## src/rnc_pkg.sv

```systemverilog
package rnc_pkg;

  // register numbers as addressed by the host command
  localparam logic [7:0] REG_UNIT_ID = 8'h69;
  localparam logic [7:0] REG_TX_POWER = 8'h6c;
  localparam logic [7:0] REG_FRAMING = 8'h6e;
  localparam logic [7:0] REG_RETRANS = 8'h71;
  localparam logic [7:0] REG_REP_POS = 8'h72;
  localparam logic [7:0] REG_SYNC_ADDR = 8'h76;
  localparam logic [7:0] REG_UP_LEVEL = 8'h7b;
  localparam logic [7:0] REG_DOWN_LEVEL = 8'h7c;
  localparam logic [7:0] REG_TOPOLOGY = 8'h85;
  localparam logic [7:0] REG_TARGET = 8'h8c;
  localparam logic [7:0] REG_REP_PRESENT = 8'h8d;
  localparam logic [7:0] REG_CHAN_KIND = 8'h8e;
  localparam logic [7:0] REG_IDX_SRC = 8'h8f;
  localparam logic [7:0] REG_CIPHER_EN = 8'h9f;
  localparam logic [7:0] REG_CIPHER_KEY = 8'ha0;
  localparam logic [7:0] REG_SLOT_LIMIT = 8'hdc;
  localparam logic [7:0] REG_MAX_POLL = 8'hdd;
  localparam logic [7:0] REG_ACCESS = 8'hf4;

  // host command opcodes
  localparam logic [1:0] OP_READ = 2'h0;
  localparam logic [1:0] OP_WRITE = 2'h1;
  localparam logic [1:0] OP_SAVE = 2'h2;

  // value codes
  localparam logic [7:0] PWR_3W = 8'h1e;
  localparam logic [7:0] PWR_5W = 8'h21;
  localparam logic [7:0] PWR_7W = 8'h23;
  localparam logic [7:0] PWR_10W = 8'h28;
  localparam logic [7:0] FRAME_8N1 = 8'h01;
  localparam logic [7:0] CHAN_SINGLE_ENDED = 8'h00;
  localparam logic [7:0] REP_POS_MIN = 8'h01;
  localparam logic [7:0] REP_POS_MAX = 8'hfe;
  localparam logic TOPO_P2MP = 1'b0;
  localparam logic TOPO_P2P = 1'b1;
  localparam logic [1:0] ACC_REQ_GRANT = 2'h0;
  localparam logic [1:0] ACC_TDMA = 2'h1;
  localparam logic [1:0] ACC_ADAPTIVE = 2'h2;
  localparam logic [1:0] ROLE_MASTER = 2'h0;
  localparam logic [1:0] ROLE_REPEATER = 2'h1;
  localparam logic [1:0] ROLE_SLAVE = 2'h2;

  typedef struct packed {
    logic [15:0] unit_id;
    logic [7:0] tx_power;
    logic [7:0] framing;
    logic [7:0] retrans;
    logic [7:0] rep_pos;
    logic [15:0] sync_addr;
    logic topo;
    logic [15:0] target;
    logic rep_present;
    logic [7:0] chan_kind;
    logic idx_src;
    logic cipher_en;
    logic [255:0] key;
    logic [1:0] access;
    logic [15:0] max_poll;
    logic [15:0] slot_limit;
  } rnc_cfg_t;

  localparam rnc_cfg_t CFG_RST = '{unit_id: 16'h0000, tx_power: PWR_10W, framing: FRAME_8N1,
    retrans: 8'h03, rep_pos: 8'h01, sync_addr: 16'h0000, topo: TOPO_P2P, target: 16'h0000,
    rep_present: 1'b0, chan_kind: CHAN_SINGLE_ENDED, idx_src: 1'b0, cipher_en: 1'b0,
    key: 256'h0, access: ACC_REQ_GRANT, max_poll: 16'h0006, slot_limit: 16'h000f};

  // per-identifier poll slot
  localparam int SLOT_MS = 20;
  localparam int CLK_KHZ = 250000;
  localparam int SLOT_CYCLES = SLOT_MS * CLK_KHZ;

endpackage

```

## src/rnc_range_chk.sv

```systemverilog
`timescale 1ns/100ps
module rnc_range_chk (
  // write under test
  input wire logic [7:0] reg_i,
  input wire logic [255:0] val_i,
  // pending context
  input wire logic topo_i,
  input wire logic [15:0] unit_id_i,
  // verdict
  output logic ok_o
);

  logic hi8_zero;
  logic hi16_zero;

  always_comb
  begin
    hi8_zero = (val_i[255:8] == 248'h0);
    hi16_zero = (val_i[255:16] == 240'h0);
    case (reg_i)
      rnc_pkg::REG_UNIT_ID, rnc_pkg::REG_SYNC_ADDR, rnc_pkg::REG_TARGET,
      rnc_pkg::REG_MAX_POLL, rnc_pkg::REG_SLOT_LIMIT: ok_o = hi16_zero;
      rnc_pkg::REG_TX_POWER: ok_o = hi8_zero && (val_i[7:0] == rnc_pkg::PWR_3W ||
        val_i[7:0] == rnc_pkg::PWR_5W || val_i[7:0] == rnc_pkg::PWR_7W || val_i[7:0] == rnc_pkg::PWR_10W);
      rnc_pkg::REG_FRAMING: ok_o = hi8_zero && val_i[7:0] == rnc_pkg::FRAME_8N1;
      rnc_pkg::REG_RETRANS: ok_o = hi8_zero;
      rnc_pkg::REG_REP_POS: ok_o = hi8_zero && val_i[7:0] >= rnc_pkg::REP_POS_MIN &&
        val_i[7:0] <= rnc_pkg::REP_POS_MAX;
      rnc_pkg::REG_TOPOLOGY, rnc_pkg::REG_IDX_SRC, rnc_pkg::REG_CIPHER_EN:
        ok_o = (val_i[255:1] == 255'h0);
      // auto-assigned identifiers forbid the repeater flag
      rnc_pkg::REG_REP_PRESENT: ok_o = (val_i[255:1] == 255'h0) &&
        !(val_i[0] && topo_i == rnc_pkg::TOPO_P2P && unit_id_i == 16'h0000);
      rnc_pkg::REG_CHAN_KIND: ok_o = hi8_zero && val_i[7:0] == rnc_pkg::CHAN_SINGLE_ENDED;
      rnc_pkg::REG_CIPHER_KEY: ok_o = 1'b1;
      rnc_pkg::REG_ACCESS: ok_o = (val_i[255:2] == 254'h0) && val_i[1:0] <= rnc_pkg::ACC_ADAPTIVE &&
        (val_i[1:0] == rnc_pkg::ACC_REQ_GRANT || topo_i == rnc_pkg::TOPO_P2MP);
      default: ok_o = 1'b0; // signal levels are read-only, unknown numbers refused
    endcase
  end

endmodule // rnc_range_chk

```

## src/rnc_poll.sv

```systemverilog
`timescale 1ns/100ps
module rnc_poll #(
  parameter int SLOT_CYC = rnc_pkg::SLOT_CYCLES
) (
  // clock and reset
  input wire logic clk_i,
  input wire logic rst_i,
  // settings
  input wire logic en_i,
  input wire logic adaptive_i,
  input wire logic [15:0] own_i,
  input wire logic [15:0] max_i,
  input wire logic [15:0] limit_i,
  input wire logic [15:0] demand_i,
  // schedule
  output logic poll_valid_o,
  output logic [15:0] poll_id_o,
  output logic slot_start_o
);

  logic [31:0] timer_r;
  logic [15:0] used_r;
  logic [15:0] cap;
  logic tick;
  logic in_rng;

  assign tick = (timer_r == 32'(SLOT_CYC - 1));
  // adaptive share follows demand, capped, never below one slot
  assign cap = (demand_i < limit_i) ? demand_i : limit_i;
  // an id left over from an older own/max setting restarts the round
  assign in_rng = (poll_id_o > own_i) && (poll_id_o <= max_i);

  always_ff @(posedge clk_i)
  begin
    if (rst_i || !en_i || tick)
      timer_r <= 32'h0;
    else
      timer_r <= timer_r + 32'h1;
  end

  always_ff @(posedge clk_i)
  begin
    if (rst_i)
    begin
      poll_valid_o <= 1'b0;
      poll_id_o <= 16'h0000;
      used_r <= 16'h0000;
      slot_start_o <= 1'b0;
    end
    else
    begin
      slot_start_o <= 1'b0;
      if (!en_i || max_i <= own_i)
        poll_valid_o <= 1'b0;
      else if (tick)
      begin
        slot_start_o <= 1'b1;
        poll_valid_o <= 1'b1;
        if (!poll_valid_o)
        begin
          poll_id_o <= 16'(own_i + 16'h0001);
          used_r <= 16'h0001;
        end
        else if (adaptive_i && used_r < cap && in_rng)
          used_r <= 16'(used_r + 16'h0001);
        else
        begin
          poll_id_o <= (!in_rng || poll_id_o == max_i) ? 16'(own_i + 16'h0001) : 16'(poll_id_o + 16'h0001);
          used_r <= 16'h0001;
        end
      end
    end
  end
endmodule // rnc_poll

```

## src/rnc_top.sv

```systemverilog
`timescale 1ns/100ps
module rnc_top #(
  parameter int SLOT_CYC = rnc_pkg::SLOT_CYCLES
) (
  // clock and reset
  input wire logic clk_i,
  input wire logic rst_i,
  // host command port
  input wire logic cmd_valid_i,
  input wire logic [1:0] cmd_op_i,
  input wire logic [7:0] cmd_reg_i,
  input wire logic [255:0] cmd_data_i,
  // host answer
  output logic rsp_valid_o,
  output logic rsp_ok_o,
  output logic [255:0] rsp_data_o,
  // node environment
  input wire logic [1:0] role_i,
  input wire logic [4:1] gpio_i,
  input wire logic [15:0] up_level_i,
  input wire logic [15:0] down_level_i,
  // channel access
  input wire logic data_pending_i,
  input wire logic grant_i,
  input wire logic [15:0] demand_i,
  output logic tx_request_o,
  output logic tx_allow_o,
  // applied configuration and derived settings
  output rnc_pkg::rnc_cfg_t cfg_o,
  output logic auto_id_o,
  output logic rep_index_active_o,
  output logic [7:0] repeater_num_o,
  output logic repeater_present_o,
  output logic [8:0] attempt_limit_o,
  // master poll schedule
  output logic poll_valid_o,
  output logic [15:0] poll_id_o,
  output logic slot_start_o
);

  rnc_pkg::rnc_cfg_t pending_r;
  logic write_ok;
  logic is_write;
  logic is_save;
  logic is_read;
  logic [255:0] read_val;
  logic poll_en_r;

  assign is_write = cmd_valid_i && cmd_op_i == rnc_pkg::OP_WRITE;
  assign is_save = cmd_valid_i && cmd_op_i == rnc_pkg::OP_SAVE;
  assign is_read = cmd_valid_i && cmd_op_i == rnc_pkg::OP_READ;

  rnc_range_chk u_chk (
    .reg_i(cmd_reg_i),
    .val_i(cmd_data_i),
    .topo_i(pending_r.topo),
    .unit_id_i(pending_r.unit_id),
    .ok_o(write_ok)
  );

  // pending table: what the host edits and reads back
  always_ff @(posedge clk_i)
  begin
    if (rst_i)
      pending_r <= rnc_pkg::CFG_RST;
    else if (is_write && write_ok)
    begin
      case (cmd_reg_i)
        rnc_pkg::REG_UNIT_ID: pending_r.unit_id <= cmd_data_i[15:0];
        rnc_pkg::REG_TX_POWER: pending_r.tx_power <= cmd_data_i[7:0];
        rnc_pkg::REG_FRAMING: pending_r.framing <= cmd_data_i[7:0];
        rnc_pkg::REG_RETRANS: pending_r.retrans <= cmd_data_i[7:0];
        rnc_pkg::REG_REP_POS: pending_r.rep_pos <= cmd_data_i[7:0];
        rnc_pkg::REG_SYNC_ADDR: pending_r.sync_addr <= cmd_data_i[15:0];
        rnc_pkg::REG_TOPOLOGY: pending_r.topo <= cmd_data_i[0];
        rnc_pkg::REG_TARGET: pending_r.target <= cmd_data_i[15:0];
        rnc_pkg::REG_REP_PRESENT: pending_r.rep_present <= cmd_data_i[0];
        rnc_pkg::REG_CHAN_KIND: pending_r.chan_kind <= cmd_data_i[7:0];
        rnc_pkg::REG_IDX_SRC: pending_r.idx_src <= cmd_data_i[0];
        rnc_pkg::REG_CIPHER_EN: pending_r.cipher_en <= cmd_data_i[0];
        rnc_pkg::REG_CIPHER_KEY: pending_r.key <= cmd_data_i;
        rnc_pkg::REG_ACCESS: pending_r.access <= cmd_data_i[1:0];
        rnc_pkg::REG_MAX_POLL: pending_r.max_poll <= cmd_data_i[15:0];
        rnc_pkg::REG_SLOT_LIMIT: pending_r.slot_limit <= cmd_data_i[15:0];
        default: pending_r <= pending_r;
      endcase
    end
  end

  // applied table: changes only on save, so a half-edited set never runs
  always_ff @(posedge clk_i)
  begin
    if (rst_i)
      cfg_o <= rnc_pkg::CFG_RST;
    else if (is_save)
      cfg_o <= pending_r;
  end

  always_comb
  begin
    read_val = 256'h0;
    case (cmd_reg_i)
      rnc_pkg::REG_UNIT_ID: read_val = {240'h0, pending_r.unit_id};
      rnc_pkg::REG_TX_POWER: read_val = {248'h0, pending_r.tx_power};
      rnc_pkg::REG_FRAMING: read_val = {248'h0, pending_r.framing};
      rnc_pkg::REG_RETRANS: read_val = {248'h0, pending_r.retrans};
      rnc_pkg::REG_REP_POS: read_val = {248'h0, pending_r.rep_pos};
      rnc_pkg::REG_SYNC_ADDR: read_val = {240'h0, pending_r.sync_addr};
      // levels pass through as signed 16-bit dBm, sign-extended
      rnc_pkg::REG_UP_LEVEL: read_val = {{240{up_level_i[15]}}, up_level_i};
      rnc_pkg::REG_DOWN_LEVEL: read_val = {{240{down_level_i[15]}}, down_level_i};
      rnc_pkg::REG_TOPOLOGY: read_val = {255'h0, pending_r.topo};
      rnc_pkg::REG_TARGET: read_val = {240'h0, pending_r.target};
      rnc_pkg::REG_REP_PRESENT: read_val = {255'h0, pending_r.rep_present};
      rnc_pkg::REG_CHAN_KIND: read_val = {248'h0, pending_r.chan_kind};
      rnc_pkg::REG_IDX_SRC: read_val = {255'h0, pending_r.idx_src};
      rnc_pkg::REG_CIPHER_EN: read_val = {255'h0, pending_r.cipher_en};
      rnc_pkg::REG_CIPHER_KEY: read_val = pending_r.key;
      rnc_pkg::REG_ACCESS: read_val = {254'h0, pending_r.access};
      rnc_pkg::REG_MAX_POLL: read_val = {240'h0, pending_r.max_poll};
      rnc_pkg::REG_SLOT_LIMIT: read_val = {240'h0, pending_r.slot_limit};
      default: read_val = 256'h0;
    endcase
  end

  // one answer per command, one cycle later
  always_ff @(posedge clk_i)
  begin
    if (rst_i)
    begin
      rsp_valid_o <= 1'b0;
      rsp_ok_o <= 1'b0;
      rsp_data_o <= 256'h0;
    end
    else
    begin
      rsp_valid_o <= cmd_valid_i;
      rsp_data_o <= 256'h0;
      if (is_write)
        rsp_ok_o <= write_ok;
      else if (is_save)
        rsp_ok_o <= 1'b1;
      else if (is_read)
      begin
        rsp_ok_o <= (read_val != 256'h0) || (cmd_reg_i == rnc_pkg::REG_UNIT_ID) ||
          (cmd_reg_i >= rnc_pkg::REG_UNIT_ID && cmd_reg_i <= rnc_pkg::REG_ACCESS);
        rsp_data_o <= read_val;
      end
      else
        rsp_ok_o <= 1'b0;
    end
  end

  // derived settings from the applied table
  always_ff @(posedge clk_i)
  begin
    if (rst_i)
    begin
      auto_id_o <= 1'b0;
      rep_index_active_o <= 1'b0;
      repeater_num_o <= 8'h01;
      repeater_present_o <= 1'b0;
      attempt_limit_o <= 9'h004;
      poll_en_r <= 1'b0;
    end
    else
    begin
      auto_id_o <= cfg_o.topo == rnc_pkg::TOPO_P2P && cfg_o.unit_id == 16'h0000;
      rep_index_active_o <= role_i == rnc_pkg::ROLE_REPEATER &&
        (cfg_o.topo == rnc_pkg::TOPO_P2MP || cfg_o.unit_id == 16'h0000);
      repeater_num_o <= cfg_o.idx_src ? {4'h0, gpio_i} + 8'h01 : cfg_o.rep_pos;
      repeater_present_o <= role_i == rnc_pkg::ROLE_MASTER && cfg_o.rep_present;
      attempt_limit_o <= {1'b0, cfg_o.retrans} + 9'h001;
      poll_en_r <= role_i == rnc_pkg::ROLE_MASTER && cfg_o.topo == rnc_pkg::TOPO_P2MP &&
        cfg_o.access != rnc_pkg::ACC_REQ_GRANT;
    end
  end

  // slave side of request/grant; a grant without an open request is ignored
  always_ff @(posedge clk_i)
  begin
    if (rst_i)
    begin
      tx_request_o <= 1'b0;
      tx_allow_o <= 1'b0;
    end
    else if (role_i != rnc_pkg::ROLE_SLAVE || cfg_o.access != rnc_pkg::ACC_REQ_GRANT || !data_pending_i)
    begin
      tx_request_o <= 1'b0;
      tx_allow_o <= 1'b0;
    end
    else if (!tx_allow_o)
    begin
      tx_request_o <= 1'b1;
      tx_allow_o <= tx_request_o && grant_i;
    end
  end

  rnc_poll #(
    .SLOT_CYC(SLOT_CYC)
  ) u_poll (
    .clk_i(clk_i),
    .rst_i(rst_i),
    .en_i(poll_en_r),
    .adaptive_i(cfg_o.access == rnc_pkg::ACC_ADAPTIVE),
    .own_i(cfg_o.unit_id),
    .max_i(cfg_o.max_poll),
    .limit_i(cfg_o.slot_limit),
    .demand_i(demand_i),
    .poll_valid_o(poll_valid_o),
    .poll_id_o(poll_id_o),
    .slot_start_o(slot_start_o)
  );
endmodule // rnc_top

```

## config.mk

```make
export PLATFORM = sky130hd
export DESIGN_NAME = rnc_top
export DESIGN_NICKNAME = d
export VERILOG_FILES = /design/src/rnc_pkg.sv /design/src/rnc_range_chk.sv /design/src/rnc_poll.sv /design/src/rnc_top.sv
export SDC_FILE = /design/constraint.sdc
export NUM_CORES = 2
export LEC_CHECK = 0
export BUFFER_PORTS_ARGS = -buffer_cell sky130_fd_sc_hd__buf_2
export CAP_MARGIN = 0
export CELL_PAD_IN_SITES_DETAIL_PLACEMENT = 1
export CELL_PAD_IN_SITES_GLOBAL_PLACEMENT = 2
export CORE_AREA = 2 2 390 392
export CTS_BUF_LIST = sky130_fd_sc_hd__clkbuf_2 sky130_fd_sc_hd__clkbuf_4 sky130_fd_sc_hd__clkbuf_8
export DETAILED_ROUTE_END_ITERATION = 7
export DIE_AREA = 0 0 392 394
export GPL_TIMING_DRIVEN = 0
export PLACE_DENSITY_LB_ADDON = 0.1
export SLEW_MARGIN = 10
export SYNTH_ARGS = -nofsm -noshare
export SYNTH_HDL_FRONTEND = slang
export SYNTH_SLANG_ARGS = --single-unit
```

## constraint.sdc

```tcl
create_clock -name clk_i -period 5.7 [get_ports clk_i]
set_input_delay 1.14 -clock clk_i [delete_from_list [all_inputs] [get_ports clk_i]]
set_output_delay 1.14 -clock clk_i [all_outputs]
set_load 0.02 [all_outputs]
```

==> impl_results.md <==
* Boundary pin count at 1005
* Clock latency of the later-clocked register in the worst-skew pair at 0.97 ns
* Final worst path period need at 5.26 ns
* Syn nets at 5548
* Cell variety after synth at 72
* Hold violation total from the final report at 0
* Via total after detailed routing at 42677
* Initial core utilization at 28.0%
* Post-synth top flop: dfxtp_1
* Synthesis-stage register bit count at 1111
* Post-layout net count at 6758
* GPL Wtd Cong at 0.920
* Number of antenna violations at the first check in global routing at 98
* Post-synthesis to final-layout area growth at 28.5%
* Cell chosen for the clock root: clkbuf_8
* Top cells by area in the synthesized netlist: dfxtp_1, nand2_1, a21oi_1, clkbuf_1, mux2i_1
* Placed cell count at 8174
* Setup Buffers After CTS at 0
* Maximum number of pins on one net before global-route repair at 17
* Library cell with the highest instance count after synthesis: nand2_1
* Share of post-route cells with drive strength above 1 at 21.9%
* Setup repair after global routing missed its margin: false
* Crit share post-route at 92.2%
* Largest vdd supply drop at 0.185 mV
* Number of cell rows at 143
* Data required time of the critical path at 6.52 ns
* Area of the core at 151000 um2
* Cells after Synth at 5138
* Average detailed-routed wire length per instance at 27.1 um
* Synthesis Warnings at 0
* Global-route wire length before repair at 322 mm
* Fraction of registers with async set/reset at 0%
* Overall global routing resource usage at 29.2%
* Detailed-route vias per instance at 4.98
* Number of buffers inserted during clock tree synthesis at 202
* List of most frequent post-synthesis cells: nand2_1, dfxtp_1, a21oi_1
* Clock tree from TritonCTS: yes
* Final standard cell area without fillers at 54200 um2
* Power Density at 305 nW/um2
* Worst-path clk slew at 0.06 ns
* Detailed Routing Iterations Pass 1 at 6
* Die footprint at 154000 um2
* Number of buffers added on ports at 997
* Post-detailed-route count of antenna-violating nets at 0
* Worst-case headroom to the max-slew limit at 9.53%
* Chip Height at 394 um
* Area share of the largest cell type after synthesis at 52.7%
* Clock Skew at 0.0531 ns
* H-tree Lvls at 4
* Final routed DRC violation total at 0
* Kind of end point of the critical path: flip-flop
* Chip Width at 392 um
* Post-synth top area cell: dfxtp_1
* Netlist area before placement at 42200 um2
* Placed Instance Area at 49900 um2
* Final routed wirelength across all metal layers at 232 mm
* Finished Layout Cells at 8562
* Crit-path max FO at 10
* Peak Freq at 190 MHz
* Sinks on the clock net at 1111
* Bufs on Longest Clock Path at 3
* HPWL reported at the end of detailed placement at 185 mm
* Arrival time at the worst endpoint at 6.08 ns
* Worst Max-Slew Pin Slew at 1.35 ns
* Number of global-route vias before repair at 43262
* Violation count after the first detailed-routing iteration at 2717
* Launching element type of the critical path: flip-flop
* Total congestion overflow after global routing at 0
* Max cap viols at 0
* Final setup violation count at 0
* Avg Cell Area, Syn at 8.21 um2
* EDFF count, synth at 0
* Sequential element share of the synthesized area at 52.7%
* Leakage power at 21.1 nW
* Critical path class: flip-flop to flip-flop
* Outcome: finished, final reports clean
* Max-slew violation total from the final report at 0
* Class of the most critical hold timing path: input pin to flip-flop
## worst max-delay path, cell delays in order (launching register included)
cell	delay, ns
dfxtp_1	0.36
inv_1	0.08
ha_1	0.27
a2111oi_1	0.51
nor4b_1	0.12
or4_1	0.65
clkbuf_2	0.34
mux2i_1	0.18
ha_1	0.32
a21oi_1	0.15
o211ai_1	0.13
a2111oi_2	0.57
o2111ai_2	0.37
nor2_2	0.43
buf_2	0.37
a211oi_1	0.09
o32ai_1	0.18
## through the flow
| step | hold slack, ns | power, mW | utilization (%) | setup WS (ns) | TNS [ns] |
|---|---|---|---|---|---|
| finish | 0.400 | 16.6 | 36.0 | 0.444 | 0 |
| detailed placement | 0.444 | 8.65 | 33.1 | -1.37 | -39.04 |
| global route | 0.341 | 17.1 | 36.0 | 0.114 | 0 |
| CTS | 0.297 | 16.7 | 35.9 | 0.219 | 0 |
| global placement | 0.440 | 8.65 | 33.0 | -1.33 | -107.12 |
| floorplan | 0.434 | 8.20 | - | 0.701 | 0 |
## final timing paths
check | cells past startpoint | startpoint | slack [ns] | endpoint
worst max-delay path | 16 | cfg_o[1] | 0.44 | u_poll.poll_id_o[14]
worst max register to register | 16 | cfg_o[1] | 0.44 | u_poll.poll_id_o[14]
worst min-delay path | 2 | role_i[1] | 0.40 | repeater_present_o
worst min register to register | 2 | pending_r[122] | 0.43 | rsp_data_o[88]
## repair_timing
action / CTS / global route
hold buffers: 0 / 0
resized for setup: 6 / 1
endpoints found under the setup margin: 32 / 16
## logic make-up after synthesis
| logic type | synth area share [%] |
|---|---|
| flip-flops | 52.7 |
| multiplexers | 2.91 |
| AND/OR/NAND/NOR | 21.8 |
| adder cells (fa/ha/maj) | 2.52 |
| AO/OA/AOI/OAI | 14.9 |
| buffers and inverters | 3.93 |
| XOR/XNOR | 1.18 |
## registers in the layout (all words and copies together), names as in the netlist, 8 cells and up
| register | count |
|---|---|
| attempt_limit_o | 9 |
| pending_r | 382 |
| cfg_o | 382 |
| u_poll.timer_r | 32 |
| repeater_num_o | 8 |
| rsp_data_o | 256 |
| u_poll.used_r | 16 |
| u_poll.poll_id_o | 16 |
## final cells by class
type | instances | area [um2]
Sequential cell | 1111 | 22200
Multi-Input combinational cell | 3598 | 18400
Fill cell | 18445 | 96400
Timing Repair Buffer | 1007 | 5090
Tap cell | 2030 | 2540
Inverter | 63 | 236
Clock buffer | 314 | 3860
Buffer | 365 | 1420
Clock inverter | 36 | 354
Antenna cell | 38 | 95.1
## layout by cell type (no fill, tap or decap), types with 9 or more instances in the layout
cell type  instances
a211oi_1          13
a21oi_1          927
a221oi_1          24
a222oi_1          17
a22o_1            22
a22oi_1            9
a31oi_1           20
and2_1            24
and3_1            10
buf_1             13
buf_2           1011
buf_4              9
clkbuf_1         327
clkbuf_4          74
clkbuf_8         240
clkinv_2          19
dfxtp_1         1111
diode_2           38
ha_1              85
inv_1             62
mux2i_1          117
nand2_1         1700
nand2b_1          12
nand3_1           58
nand4_1           53
nor2_1           115
nor2b_1           15
nor3_1            26
nor4_1            92
nor4b_1            9
o211ai_1          14
o21ai_0           34
o31ai_1            9
or3_1             18
xnor2_1           35
xor2_1            22
## power by group
| part | internal (mW) | switching, mW |
|---|---|---|
| logic | 0.166 | 0.537 |
| clock network | 4.40 | 3.66 |
| registers | 7.78 | 0.00802 |
| total | 12.3 | 4.21 |
## per-layer routing
layer	global-route usage [%]	share of wire (%)
met1	35.4	41
met2	48.3	47
met3	8.47	7.4
met4	11.2	3.7
met5	0	0.19
Power figures use the tool's default switching activity.
